**src/design/iox_defines.svh**
```systemverilog
// Purpose: Constants for the increment and OR execution block
// Assumes: 14-bit instruction word, 7-bit file address
// Notes:   Included by bare name
`ifndef IOX_DEFINES_SVH
`define IOX_DEFINES_SVH

// ----------------------------------------
// Opcode patterns
// ----------------------------------------
`define IOX_OPC_INC_FILE     6'h0A
`define IOX_OPC_INC_SKIP     6'h0F
`define IOX_OPC_OR_FILE      6'h04
`define IOX_OPC_OR_LIT       6'h38
`define IOX_OPC_HI_POS       13
`define IOX_OPC_LO_POS       8
`define IOX_DEST_POS         7

// ----------------------------------------
// Phase and reset values
// ----------------------------------------
`define IOX_PHASES           4
`define IOX_ACC_RESET        8'h00
`define IOX_ZERO_RESET       1'b0
`define IOX_NOP_WORD         14'h0000

`endif

```
**src/design/iox_pkg.sv**
```systemverilog
// Purpose: Types for the increment and OR execution block
// Assumes: Nothing beyond the defines header
// Notes:   Types only
package iox_pkg;

    // ----------------------------------------
    // Phase and operation types
    // ----------------------------------------
    typedef enum logic [1:0] {
        IOX_Q1,
        IOX_Q2,
        IOX_Q3,
        IOX_Q4
    } iox_phase_e;

    typedef enum logic [2:0] {
        IOX_OP_NONE,
        IOX_OP_INC_FILE,
        IOX_OP_INC_SKIP,
        IOX_OP_OR_LIT,
        IOX_OP_OR_FILE
    } iox_op_e;

    // Decoded instruction fields
    typedef struct packed {
        iox_op_e    op;
        logic       dest_file;
        logic [6:0] file_addr;
        logic [7:0] literal;
    } iox_decode_s;

    // Register file write request
    typedef struct packed {
        logic       wr_en;
        logic [6:0] addr;
        logic [7:0] data;
    } iox_file_wr_s;

endpackage : iox_pkg

```
**src/design/iox_decode.sv**
```systemverilog
// Purpose: Combinational opcode decode for the execution block
// Assumes: Instruction word stable while decoded
// Notes:   Unknown opcodes decode as no operation
`timescale 1ns/10ps
`include "iox_defines.svh"

module iox_decode (
    input  wire logic [13:0]         instr,
    output iox_pkg::iox_decode_s     dec
);

    // ----------------------------------------
    // Opcode match
    // ----------------------------------------
    wire logic [5:0] opc_field = instr[`IOX_OPC_HI_POS:`IOX_OPC_LO_POS];
    wire logic       is_inc    = (opc_field == `IOX_OPC_INC_FILE);
    wire logic       is_skip   = (opc_field == `IOX_OPC_INC_SKIP);
    wire logic       is_orf    = (opc_field == `IOX_OPC_OR_FILE);
    wire logic       is_orl    = (opc_field == `IOX_OPC_OR_LIT);

    // Select operation, then pack it with the operand fields through one driver
    wire iox_pkg::iox_op_e op_sel = is_inc  ? iox_pkg::IOX_OP_INC_FILE :
                                    is_skip ? iox_pkg::IOX_OP_INC_SKIP :
                                    is_orf  ? iox_pkg::IOX_OP_OR_FILE  :
                                    is_orl  ? iox_pkg::IOX_OP_OR_LIT   :
                                              iox_pkg::IOX_OP_NONE;
    assign dec = '{op        : op_sel,
                   dest_file : instr[`IOX_DEST_POS],
                   file_addr : instr[6:0],
                   literal   : instr[7:0]};

endmodule // iox_decode

```
**src/design/iox_exec.sv**
```systemverilog
// Purpose: Executes increment, increment-skip and the two OR instructions
// Assumes: File register read data is valid in Q2 for the address shown
// Notes:   One instruction cycle is four clocks, Q1 to Q4
//
// Overview of operation
// - Plain increment reads addressed register, adds one, sets zero flag on zero.
// - Destination bit clear: result goes to accumulator, register left unchanged.
// - Destination bit set: result written back to the same register.
// - Increment-skip increments, routes by destination bit, flags untouched.
// - Increment-skip with nonzero result takes one cycle, next runs normally.
// - Increment-skip with zero result replaces next instruction by no-operation.
// - Each cycle: Q1 decode, Q2 read, Q3 process, Q4 write.
`timescale 1ns/10ps
`include "iox_defines.svh"

module iox_exec (
    input  wire logic                clk,
    input  wire logic                rst_n,
    input  wire logic [13:0]         instr,
    input  wire logic [7:0]          file_rd_data,
    output iox_pkg::iox_phase_e      phase,
    output logic [6:0]               file_rd_addr,
    output iox_pkg::iox_file_wr_s    file_wr,
    output logic [7:0]               acc,
    output logic                     zero_flag,
    output logic                     skip_active,
    output logic                     instr_done
);

    // ----------------------------------------
    // State
    // ----------------------------------------
    iox_pkg::iox_phase_e   phase_reg;
    iox_pkg::iox_phase_e   phase_next;
    iox_pkg::iox_decode_s  dec_raw;
    iox_pkg::iox_decode_s  dec_reg;
    iox_pkg::iox_file_wr_s wr_reg;
    iox_pkg::iox_file_wr_s wr_next;
    logic [7:0]            acc_reg;
    logic [7:0]            acc_next;
    logic                  zero_reg;
    logic                  zero_next;
    logic [7:0]            operand_reg;
    logic [7:0]            result_reg;
    logic                  skip_next;
    logic                  squash_reg;
    logic                  done_reg;
    logic [6:0]            rd_addr_reg;

    // Current word, or a no-operation while a skip squashes it
    wire logic [13:0] eff_instr = squash_reg ? `IOX_NOP_WORD : instr;

    iox_decode u_decode (
        .instr (eff_instr),
        .dec   (dec_raw)
    );

    // ----------------------------------------
    // Phase sequencing
    // ----------------------------------------
    // Four phases per instruction cycle, wrapping Q4 to Q1
    always_comb begin
        unique case (phase_reg)
            iox_pkg::IOX_Q1: phase_next = iox_pkg::IOX_Q2;
            iox_pkg::IOX_Q2: phase_next = iox_pkg::IOX_Q3;
            iox_pkg::IOX_Q3: phase_next = iox_pkg::IOX_Q4;
            iox_pkg::IOX_Q4: phase_next = iox_pkg::IOX_Q1;
        endcase
    end

    // Phase register starts every instruction cycle in Q1 after reset
    always_ff @(posedge clk or negedge rst_n) begin
        if (!rst_n) begin
            phase_reg <= iox_pkg::IOX_Q1;
        end else begin
            phase_reg <= phase_next;
        end
    end

    // ----------------------------------------
    // Datapath decode
    // ----------------------------------------
    wire logic q1      = (phase_reg == iox_pkg::IOX_Q1);
    wire logic q2      = (phase_reg == iox_pkg::IOX_Q2);
    wire logic q3      = (phase_reg == iox_pkg::IOX_Q3);
    wire logic q4      = (phase_reg == iox_pkg::IOX_Q4);
    wire logic op_inc  = (dec_reg.op == iox_pkg::IOX_OP_INC_FILE);
    wire logic op_skip = (dec_reg.op == iox_pkg::IOX_OP_INC_SKIP);
    wire logic op_orl  = (dec_reg.op == iox_pkg::IOX_OP_OR_LIT);
    wire logic op_orf  = (dec_reg.op == iox_pkg::IOX_OP_OR_FILE);
    wire logic uses_file = op_inc | op_skip | op_orf;
    wire logic res_zero  = (result_reg == 8'h00);

    // Process step: increment or OR of the latched operand
    wire logic [7:0] calc = (op_inc | op_skip) ? 8'(operand_reg + 8'h01) :
                            (acc_reg | operand_reg);

    // Operand source: the literal for OR-literal, otherwise the register file read port
    wire logic [7:0] operand_sel = op_orl ? dec_reg.literal : file_rd_data;

    // Q1: latch the decoded word; a squashed cycle latches a no-operation
    always_ff @(posedge clk or negedge rst_n) begin
        if (!rst_n) begin
            dec_reg <= '0;
        end else if (q1) begin
            dec_reg <= dec_raw;
        end
    end

    // Q1: present the source address so the register file answers during Q2
    always_ff @(posedge clk or negedge rst_n) begin
        if (!rst_n) begin
            rd_addr_reg <= 7'h00;
        end else if (q1) begin
            rd_addr_reg <= dec_raw.file_addr;
        end
    end

    // Q2: capture the operand while the read address is settled
    always_ff @(posedge clk or negedge rst_n) begin
        if (!rst_n) begin
            operand_reg <= 8'h00;
        end else if (q2) begin
            operand_reg <= operand_sel;
        end
    end

    // Q3: hold the computed result for the Q4 write
    always_ff @(posedge clk or negedge rst_n) begin
        if (!rst_n) begin
            result_reg <= 8'h00;
        end else if (q3) begin
            result_reg <= calc;
        end
    end

    // ----------------------------------------
    // Destination and flag selection
    // ----------------------------------------
    // File results follow the destination bit; the literal OR always ends in the accumulator
    wire logic to_file  = uses_file & dec_reg.dest_file;
    wire logic to_acc   = (uses_file & ~dec_reg.dest_file) | op_orl;
    // Increment-skip leaves the zero flag alone
    wire logic zero_upd = op_inc | op_orf | op_orl;
    // Only a zero increment-skip result discards the word already fetched
    wire logic skip_hit = op_skip & res_zero;

    // ----------------------------------------
    // Write to destination in Q4
    // ----------------------------------------
    // Next accumulator, flag and write request; only the request's address and data move outside Q4
    always_comb begin
        acc_next     = acc_reg;
        zero_next    = zero_reg;
        wr_next      = '0;
        wr_next.addr = dec_reg.file_addr;
        wr_next.data = result_reg;
        skip_next    = 1'b0;
        if (q4) begin
            wr_next.wr_en = to_file;
            if (to_acc) begin
                acc_next = result_reg;
            end
            if (zero_upd) begin
                zero_next = res_zero;
            end
            skip_next = skip_hit;
        end
    end

    // Accumulator takes a Q4 result only
    always_ff @(posedge clk or negedge rst_n) begin
        if (!rst_n) begin
            acc_reg <= `IOX_ACC_RESET;
        end else begin
            acc_reg <= acc_next;
        end
    end

    // Zero flag holds unless a flag-setting instruction reaches Q4
    always_ff @(posedge clk or negedge rst_n) begin
        if (!rst_n) begin
            zero_reg <= `IOX_ZERO_RESET;
        end else begin
            zero_reg <= zero_next;
        end
    end

    // Write request stands for the one clock after Q4
    always_ff @(posedge clk or negedge rst_n) begin
        if (!rst_n) begin
            wr_reg <= '0;
        end else begin
            wr_reg <= wr_next;
        end
    end

    // ----------------------------------------
    // Skip handling
    // ----------------------------------------
    // Squash is set at the end of Q4 and covers the whole next cycle
    always_ff @(posedge clk or negedge rst_n) begin
        if (!rst_n) begin
            squash_reg <= 1'b0;
        end else if (q4) begin
            squash_reg <= skip_next;
        end
    end

    // Completion pulse in the clock after each Q4
    always_ff @(posedge clk or negedge rst_n) begin
        if (!rst_n) begin
            done_reg <= 1'b0;
        end else begin
            done_reg <= q4;
        end
    end

    // ----------------------------------------
    // Outputs
    // ----------------------------------------
    assign phase        = phase_reg;
    assign file_rd_addr = rd_addr_reg;
    assign file_wr      = wr_reg;
    assign acc          = acc_reg;
    assign zero_flag    = zero_reg;
    assign skip_active  = squash_reg;
    assign instr_done   = done_reg;

endmodule // iox_exec

```
**config.mk**
```make
export PLATFORM = sky130hd
export DESIGN_NAME = iox_exec
export DESIGN_NICKNAME = d
export VERILOG_FILES = /design/src/design/iox_pkg.sv /design/src/design/iox_decode.sv /design/src/design/iox_exec.sv
export VERILOG_INCLUDE_DIRS = /design/src /design/src/design
export SDC_FILE = /design/constraint.sdc
export NUM_CORES = 1
export LEC_CHECK = 0
export BUFFER_PORTS_ARGS = -buffer_cell sky130_fd_sc_hd__clkbuf_2
export CORE_MARGIN = 1
export CORE_UTILIZATION = 37
export DETAILED_ROUTE_END_ITERATION = 10
export PLACE_DENSITY_LB_ADDON = 0.08
export SYNTH_ARGS = -nofsm -noshare
export SYNTH_HDL_FRONTEND = slang
export SYNTH_SLANG_ARGS = --single-unit
```
**constraint.sdc**
```tcl
create_clock -name clk -period 3.4 [get_ports clk]
set_input_delay 0 -clock clk [delete_from_list [all_inputs] [get_ports clk]]
set_output_delay 0 -clock clk [all_outputs]
set_load 0.01 [all_outputs]
```
=== Yosys cells after proc, flatten, opt, wreduce, memory -nomap -nowiden ===
Cells that the tools add are included.

* Add/subtract/negate cells: 1
* Equal/unequal tests: 11
* Mux-type cells: 9
* Bitwise gates (word level): 10
* Reductions and logical operators: 4

{| class="wikitable"
|+ Operators by type and width
! kind !! count
|-
| $mux 8 || 2
|-
| $mux 14 || 1
|-
| $eq 6x4->1 const B || 2
|-
| $mux 3 || 3
|-
| $add 8x1->8 const B || 1
|-
| $logic_not 8->1 || 1
|-
| $or 8x8->8 || 1
|-
| $pmux 2 s4 || 1
|-
| $eq 3x2->1 const B || 2
|-
| $eq 6x3->1 const B || 1
|-
| $eq 6x6->1 const B || 1
|-
| $or 1x1->1 || 5
|-
| $eq 2x2->1 const B || 2
|-
| $reduce_and 2->1 || 2
|-
| $and 1x1->1 || 3
|-
| $eq 3x1->1 const B || 1
|-
| $eq 3x3->1 const B || 1
|-
| $eq 2x1->1 const B || 1
|-
| $logic_not 2->1 || 1
|-
| $mux 2 || 1
|-
| $mux 1 || 1
|-
| $not 1->1 || 1
|}

* Bits in registers: 64
* Input bits: 24
* Output and inout bits: 36

=== Logic depth before layout (Yosys ltp) ===
Gate-level depths: netlist of the first run.

* Depth after elaboration: 6
* Gate-level depth with buffers: 6

=== Cells and area by module ===
Synthesis of the first run repeated with hierarchy kept, for this count alone.

* Cell total of the unflattened synthesis: 245
* Area, all modules: 2937.8 µm²

{| class="wikitable"
|+ Modules (own cells, without submodules)
! module !! instances !! cells each !! area an instance (µm²) !! seq. area each (µm²)
|-
| iox_exec || 1 || 221 || 2755.1 || 1601.5
|-
| iox_decode || 1 || 24 || 182.7 || 0.0
|}

=== Worst setup path before layout of the first run ===
Ideal clock, no wire load.

* Kind: register to register
* Start point: register dec_reg[16] in the netlist's numbering
* End point: register result_reg[7]
* Library setup time: 121 ps
* Arrival time: 1528 ps
* Required time: 3279 ps
* Path slack: 1751 ps
* Stages on the path, launching flop included: 7
* Path buffers: 2
* Clock period less this slack: 1649 ps
* Cells stage by stage: dfrtp_1 > buf_2 > xnor2_1 > or2_0 > buf_2 > a221o_1 > a22o_1

* Word-level cells in the longest chain between the ends: 3
* Elaborated cells on any way between the ends: 4
* Classes of those cells: eq/ne (2); mux (1); bitwise (1)

{| class="wikitable"
|+ Ends and longest elaborated chain
! element !! RTL line !! text
|-
| from (decl) || iox_exec.sv:36 || <nowiki>iox_pkg::iox_decode_s dec_reg;</nowiki>
|-
| from (signal assigned) || iox_exec.sv:106 || <nowiki>dec_reg <= dec_raw;</nowiki>
|-
| $eq 3x1->1 / $eq 3x2->1 (equally long branches) || iox_exec.sv:87, iox_exec.sv:88 ||
|-
| $or 1x1->1 * || iox_exec.sv:95 || <nowiki>wire logic [7:0] calc = (op_inc | op_skip) ? 8'(operand_reg + 8'h01) :</nowiki>
|-
| $mux 8 * || iox_exec.sv:95 ||
|-
| to (signal assigned) || iox_exec.sv:133 || <nowiki>result_reg <= calc;</nowiki>
|-
| to (decl) || iox_exec.sv:44 || <nowiki>logic [7:0] result_reg;</nowiki>
|}

Mark *: on every way between the ends. The rest lies on a longest branch, timed or not.
A chain may end at the register's enable or synchronous reset.

=== Worst setup path after layout of the first run ===
* Start point: register dec_reg[16] in the netlist's numbering
* End point: register result_reg[0]

Same word-level chain as after synthesis.

==> key figures, run 1 <==
Outcome
  • Status: complete, but fails checks
  • Failing checks: design-rule violations

Logic synthesis
  • Cell taking the most area after synthesis: dfrtp_1
  • Synthesized area: 0.00241 mm2
  • FFs w/ async S/R, synth: 100%
  • Syn avg cell area: 11.6 um2
  • Yosys cell types: 41
  • Synth cell count leaders: 56 x dfrtp_1, 16 x nor2_1, 15 x inv_1, 13 x a21oi_1
  • Post-synth EDFFs: 0
  • Most common cell in the netlist: dfrtp_1
  • Synth warn: 0
  • Post-synth top area share: 58.1%
  • Post-Syn Instances: 208
  • Largest cells by area after synthesis: dfrtp_1 58%, mux2_2 5.1%, mux2i_1 3.7%
  • Primary FF master, synth: dfrtp_1
  • Post-Syn Nets: 238
  • Register area share after synthesis: 58.1%
  • Synth Register Bits: 56

Worst setup path
  • Startpoint types: flop
  • Crit Path Max Fanout: 9
  • Critical setup path kind: reg -> reg
  • Worst Path Required: 3.60 ns
  • CP Capture Type: flop
  • CP arrival: 2.14 ns

Drt
  • Avg WL per Cell: 14.0 um
  • Post-detailed-route count of antenna-violating nets: 0
  • Vias: 1692
  • WL final: 4890 um
  • TritonRoute pass-1 iters: 7
  • DRC: 2
  • Iter 0 DRT Violations: 71
  • Vias per cell: 4.86

CTS
  • H-tree depth: 2
  • Clock Root Buffer: clkbuf_8
  • Clock tree sinks: 56
  • Maximum buffer depth of the clock tree: 2
  • CTS tree: built
  • CTS Buf Count: 5
  • Clk_lat worst skew: 0.30 ns
  • Worst-path clk slew: 0.10 ns
  • Setup repair bufs after CTS: 0
  • Post-CTS Resized: 0

GRT
  • Total gr overflow: 0
  • Number of global-route vias before repair: 1524
  • GRT Total Usage: 15.6%
  • First-pass GRT wire length: 7910 um
  • Largest net degree at the start of global routing: 38
  • Initial antenna violation count: 0

Timing
  • Relative slew slack: 39.0%
  • # setup viols final: 0
  • Post-route worst setup slack: 1.46 ns
  • Hold Vio Cnt, Final: 0
  • Period utilisation layout: 57.1%
  • Fmax: 0.515 GHz
  • Least-Margin Pin Slew: 0.916 ns
  • Final hold slack: 0.0110 ns
  • Setup TNS: 0 ns
  • Max Slew Vio Count: 0
  • Tmin final: 1.94 ns
  • Fin Clk Skew: 0.00896 ns
  • Unrepaired setup endpoints after global routing: no

Die
  • Die Ht: 82.7 um
  • Die area: 0.00684 mm2
  • Core area: 0.00631 mm2
  • I/O Pins: 60
  • Die Wd: 82.7 um
  • Row count: 29
  • Starting Density: 38.2%

Cells and area
  • Max reg flops: 16
  • Antenna diodes: 0
  • Area grow syn2layout: 21.1%
  • Fill count: 627
  • Fin nets: 300
  • Layout cells sized above 1: 29.9%

Pwr
  • Max VDD drop: 0.238 mV
  • Register share of total power: 59.4%
  • Clock share of power: 28.3%
  • Cell-internal power: 0.974 mW
  • Switch share: 24.8%
  • Power Dens Cells: 444 mW/mm2
  • Pwr Total: 1.30 mW
  • NetSw: 0.321 mW
  • Combinational power share: 12.4%
  • Leakage power: 1.44 nW

Placement
  • Dpl ws: 1.44 ns
  • GPL Wtd Cong: 0.758
  • Detailed placement HPWL: 3460 um
  • Port Buffer Count: 59

Min path
  • Path type of the worst min-delay path: in -> reg

Flow run
  • MaxCap Viol Count: 0
## cell families after synthesis
logic type / after synthesis / synth area share, %
muxes: 20 / 8.87
xor gates and xnor gates: 3 / 1.09
buffers and inverters: 31 / 6.07
DFF: 56 / 58.1
and+or+nand+nor: 47 / 10.7
AOI/OAI and AO/OA: 45 / 12.0
adders and majority gates: 6 / 3.11
## timing repair
| action | in CTS | in global routing |
|---|---|---|
| endpoints found under the setup margin | 0 | 0 |
| hold buffers | 11 | 0 |
| hold endpoints to repair | 46 | 0 |
## metrics by stage
| stage | util [%] | instance area (um2) | instances |
|---|---|---|---|
| global placement | 43.1 | 2720 | 329 |
| CTS | 46.3 | 2920 | 348 |
| finish | 46.3 | 2920 | 348 |
| global route | 46.3 | 2920 | 348 |
| floorplan | - | 2410 | 208 |
| detailed placement | 43.1 | 2720 | 329 |
## cell type report
type	instances	area (um2)	area share (%)
inverters	15	56.3	1.93
clock buffers	8	90.1	3.08
repair buffers	71	413	14.1
well taps	77	96.3	3.30
flip-flops and latches	56	1400	48.0
multi-input cells	121	863	29.6
## path summary, 6_finish.rpt
kind                                           startpoint                          to  slack (ns)  cells after the start
worst min-delay path                      file_rd_data[0]  operand_reg[0]$_DFFE_PN0N_        0.01                      3
min in group asynchronous                           rst_n          acc[3]$_DFFE_PN0P_        0.36                      2
worst min register to register  result_reg[0]$_DFFE_PN0P_        file_wr[0]$_DFF_PN0_        0.43                      0
worst max-delay path              dec_reg[16]$_DFFE_PN0N_   result_reg[0]$_DFFE_PN0P_        1.46                      4
worst max register to register    dec_reg[16]$_DFFE_PN0N_   result_reg[0]$_DFFE_PN0P_        1.46                      4
max in group asynchronous                           rst_n       file_wr[10]$_DFF_PN0_        2.23                      3
## power by group through the flow
stage / logic (mW) / clock network, mW / registers (mW)
2_1_floorplan: 0.0679 / 0 / 0.787
3_3_place_gp: 0.151 / 0 / 0.782
3_5_place_dp: 0.153 / 0 / 0.784
4_1_cts: 0.163 / 0.381 / 0.770
5_1_grt: 0.181 / 0.402 / 0.781
6_report: 0.160 / 0.367 / 0.769
## layer usage
layer	up-vias	share of wire, %	GRT usage, %
li1	843	-	-
met1	795	50	22.6
met2	52	44	23.1
met3	2	5.1	3.74
met4	0	0.49	4.14
met5	-	0	0
## placed cells by master (no fill, tap or decap), types with 2 or more instances in the layout
cell type and count:
clkbuf_8 6, nor2_1 16, nand3_1 2, xnor2_1 2
mux2i_1 9, mux2_2 11, dlygate4sd3_1 11, a22o_1 4
inv_1 15, nand3b_1 8, nand2_1 5, clkbuf_1 2
ha_1 6, a221o_1 3, a31oi_1 3, o22ai_1 2
dfrtp_1 56, o21ai_0 11, nor3_1 5, nand4b_1 2
a21oi_1 13, clkbuf_2 59
## critical path: stages, from the launching register on
cell	delay, ns
dfrtp_1	0.48
xnor2_1	0.43
or2_0	0.52
mux2i_1	0.14
mux2_2	0.28
No activity file was read; power rests on OpenSTA's default activity.
==> inputs of run 2 (changes only) <==
==> constraint.sdc (replaced) <==
create_clock -name clk -period 1.59 [get_ports clk]
set_input_delay 0 -clock clk [delete_from_list [all_inputs] [get_ports clk]]
set_output_delay 0 -clock clk [all_outputs]
set_load 0.01 [all_outputs]
==> key figures, run 2 (synthesized netlist as in run 1, its figures left out) <==
Outcome
  • Status: complete, no violations

Drt
  • Iter 0 DRT Violations: 69
  • DRC: 0
  • Vias: 1786
  • Vias per cell: 4.83
  • TritonRoute pass-1 iters: 5
  • Post-detailed-route count of antenna-violating nets: 0
  • Avg WL per Cell: 13.6 um
  • WL final: 5020 um

Cells and area
  • Leading cell type in the layout, fill and taps excluded: clkbuf_2
  • Antenna diodes: 0
  • Max reg flops: 16
  • Most frequent cells in the layout: 59 x clkbuf_2, 54 x dfrtp_1, 17 x buf_4, 15 x inv_1, 15 x nor2_1
  • Fill count: 586
  • Fin nets: 322
  • Final Util: 50.8%
  • Area grow syn2layout: 33.1%
  • Layout cells sized above 1: 38.2%
  • Fin cells: 370

Timing
  • Unrepaired setup endpoints after global routing: yes
  • Final hold slack: 0.00440 ns
  • Relative slew slack: 64.9%
  • Hold Vio Cnt, Final: 0
  • Least-Margin Pin Slew: 0.526 ns
  • Max Slew Vio Count: 0
  • # setup viols final: 0
  • Fin Clk Skew: 0.00627 ns
  • Tmin final: 1.56 ns
  • Period utilisation layout: 98.0%
  • Fmax: 0.642 GHz

Pwr
  • Power Dens Cells: 915 mW/mm2
  • Max VDD drop: 0.461 mV
  • Pwr Total: 2.94 mW
  • Leakage power: 1.57 nW

CTS
  • CTS Buf Count: 5
  • H-tree depth: 2
  • CTS tree: built
  • Clock tree sinks: 56
  • Worst-path clk slew: 0.10 ns
  • Maximum buffer depth of the clock tree: 2
  • Clk_lat worst skew: 0.30 ns
  • Clock Root Buffer: clkbuf_8

GRT
  • Initial antenna violation count: 0
  • Total gr overflow: 0
  • Largest net degree at the start of global routing: 25
  • First-pass GRT wire length: 8090 um
  • Number of global-route vias before repair: 1601
  • GRT Total Usage: 16.0%

Placement
  • Port Buffer Count: 59
  • Placed insts: 348
  • GPL Wtd Cong: 0.697
  • Detailed placement HPWL: 3650 um

Die
  • Row count: 29
  • I/O Pins: 60
  • Die Wd: 82.7 um
  • Core area: 0.00631 mm2
  • Die area: 0.00684 mm2
  • Starting Density: 38.2%
  • Die Ht: 82.7 um

Worst setup path
  • R2r setup slk: 0.03 ns
  • Startpoint types: flop
  • Crit Path Max Fanout: 8
  • Crit-path max cell delay: 0.47 ns
  • CP Cell Sequence: or3b_4 -> nor2_4 -> o21ai_4 -> mux2_2
  • CP max stage cell: dfrtp_2
  • CP top delay family: simple AND/OR/NAND/NOR gates
  • Crit path buf inv count: 0
  • Worst Path Required: 1.79 ns
  • Critical setup path kind: reg -> reg
  • CP arrival: 1.75 ns
  • CP Capture Type: flop

Flow run
  • MaxCap Viol Count: 0

Min path
  • Path type of the worst min-delay path: in -> reg
==> run 2: cell count changes in the layout (fill, tap and decap cells not counted), moves of 2 or more <==
cell / before / now
dfrtp_2: 0 / 2
buf_12: 0 / 2
dfrtp_1: 56 / 54
nor3_2: 0 / 2
o21ai_1: 0 / 2
nor3_1: 5 / 3
dlygate4sd3_1: 11 / 14
buf_4: 1 / 17
o21ai_0: 11 / 8
==> run 2: final timing paths <==
kind / start / to / cells past startpoint
setup / recovery: dec_reg[16]$_DFFE_PN0N_ / acc[7]$_DFFE_PN0P_ / 4
hold / removal: file_rd_data[0] / operand_reg[0]$_DFFE_PN0N_ / 3
setup reg to reg: dec_reg[16]$_DFFE_PN0N_ / acc[7]$_DFFE_PN0P_ / 4
hold reg to reg: dec_reg[5]$_DFFE_PN0N_ / file_wr[13]$_DFF_PN0_ / 0
max in group asynchronous: rst_n / zero_flag$_DFFE_PN0P_ / 3
min in group asynchronous: rst_n / file_wr[7]$_DFF_PN0_ / 2
==> run 2: timing repair <==
action / 4_1_cts / 5_1_grt
setup buffers: 0 / 2
hold endpoints to repair: 31 / 0
endpoints found under the setup margin: 15 / 16
hold buffers: 14 / 0
resized for setup: 9 / 9
pin swaps: 0 / 7
==> run 2: metal layers <==
layer / vias up / share of wire (%) / track usage, %
met2: 45 / 45 / 24.6
met3: 7 / 4.3 / 4.18
met5: - / 0 / 0
li1: 890 / - / -
met4: 0 / 0.96 / 4.14
met1: 844 / 49 / 22.4
==> run 2: worst min-delay path: stages <==
cell	delay, ns
clkbuf_2	0.08
mux2i_1	0.06
a21oi_1	0.13
==> run 2: area by class of cell <==
| class | instances | area (um2) | share of cell area (%) |
|---|---|---|---|
| clock buffer | 6 | 72.6 | 2.26 |
| clock inverter | 2 | 35.0 | 1.09 |
| inverter | 15 | 56.3 | 1.75 |
| multi-input combinational | 121 | 931 | 29.0 |
| sequential | 56 | 1400 | 43.7 |
| tap | 77 | 96.3 | 3.00 |
| timing repair buffer | 93 | 614 | 19.1 |
==> run 2: through the flow <==
| stage | instance area [um2] | setup TNS (ns) | setup WS (ns) |
|---|---|---|---|
| finish | 3210 | 0 | 0.0314 |
| floorplan | 2440 | 0 | 0.00189 |
| global placement | 2910 | -0.621 | -0.0624 |
| CTS | 3190 | 0 | 0.0101 |
| global route | 3210 | -0.0378 | -0.00890 |
| detailed placement | 2910 | -0.872 | -0.0801 |
==> run 2: power by group <==
part / switching, mW / internal (mW) / leakage (nW)
Sequential: 0.0951 / 1.55 / 0.670
Combinational: 0.175 / 0.210 / 0.847
Clock: 0.441 / 0.468 / 0.0552
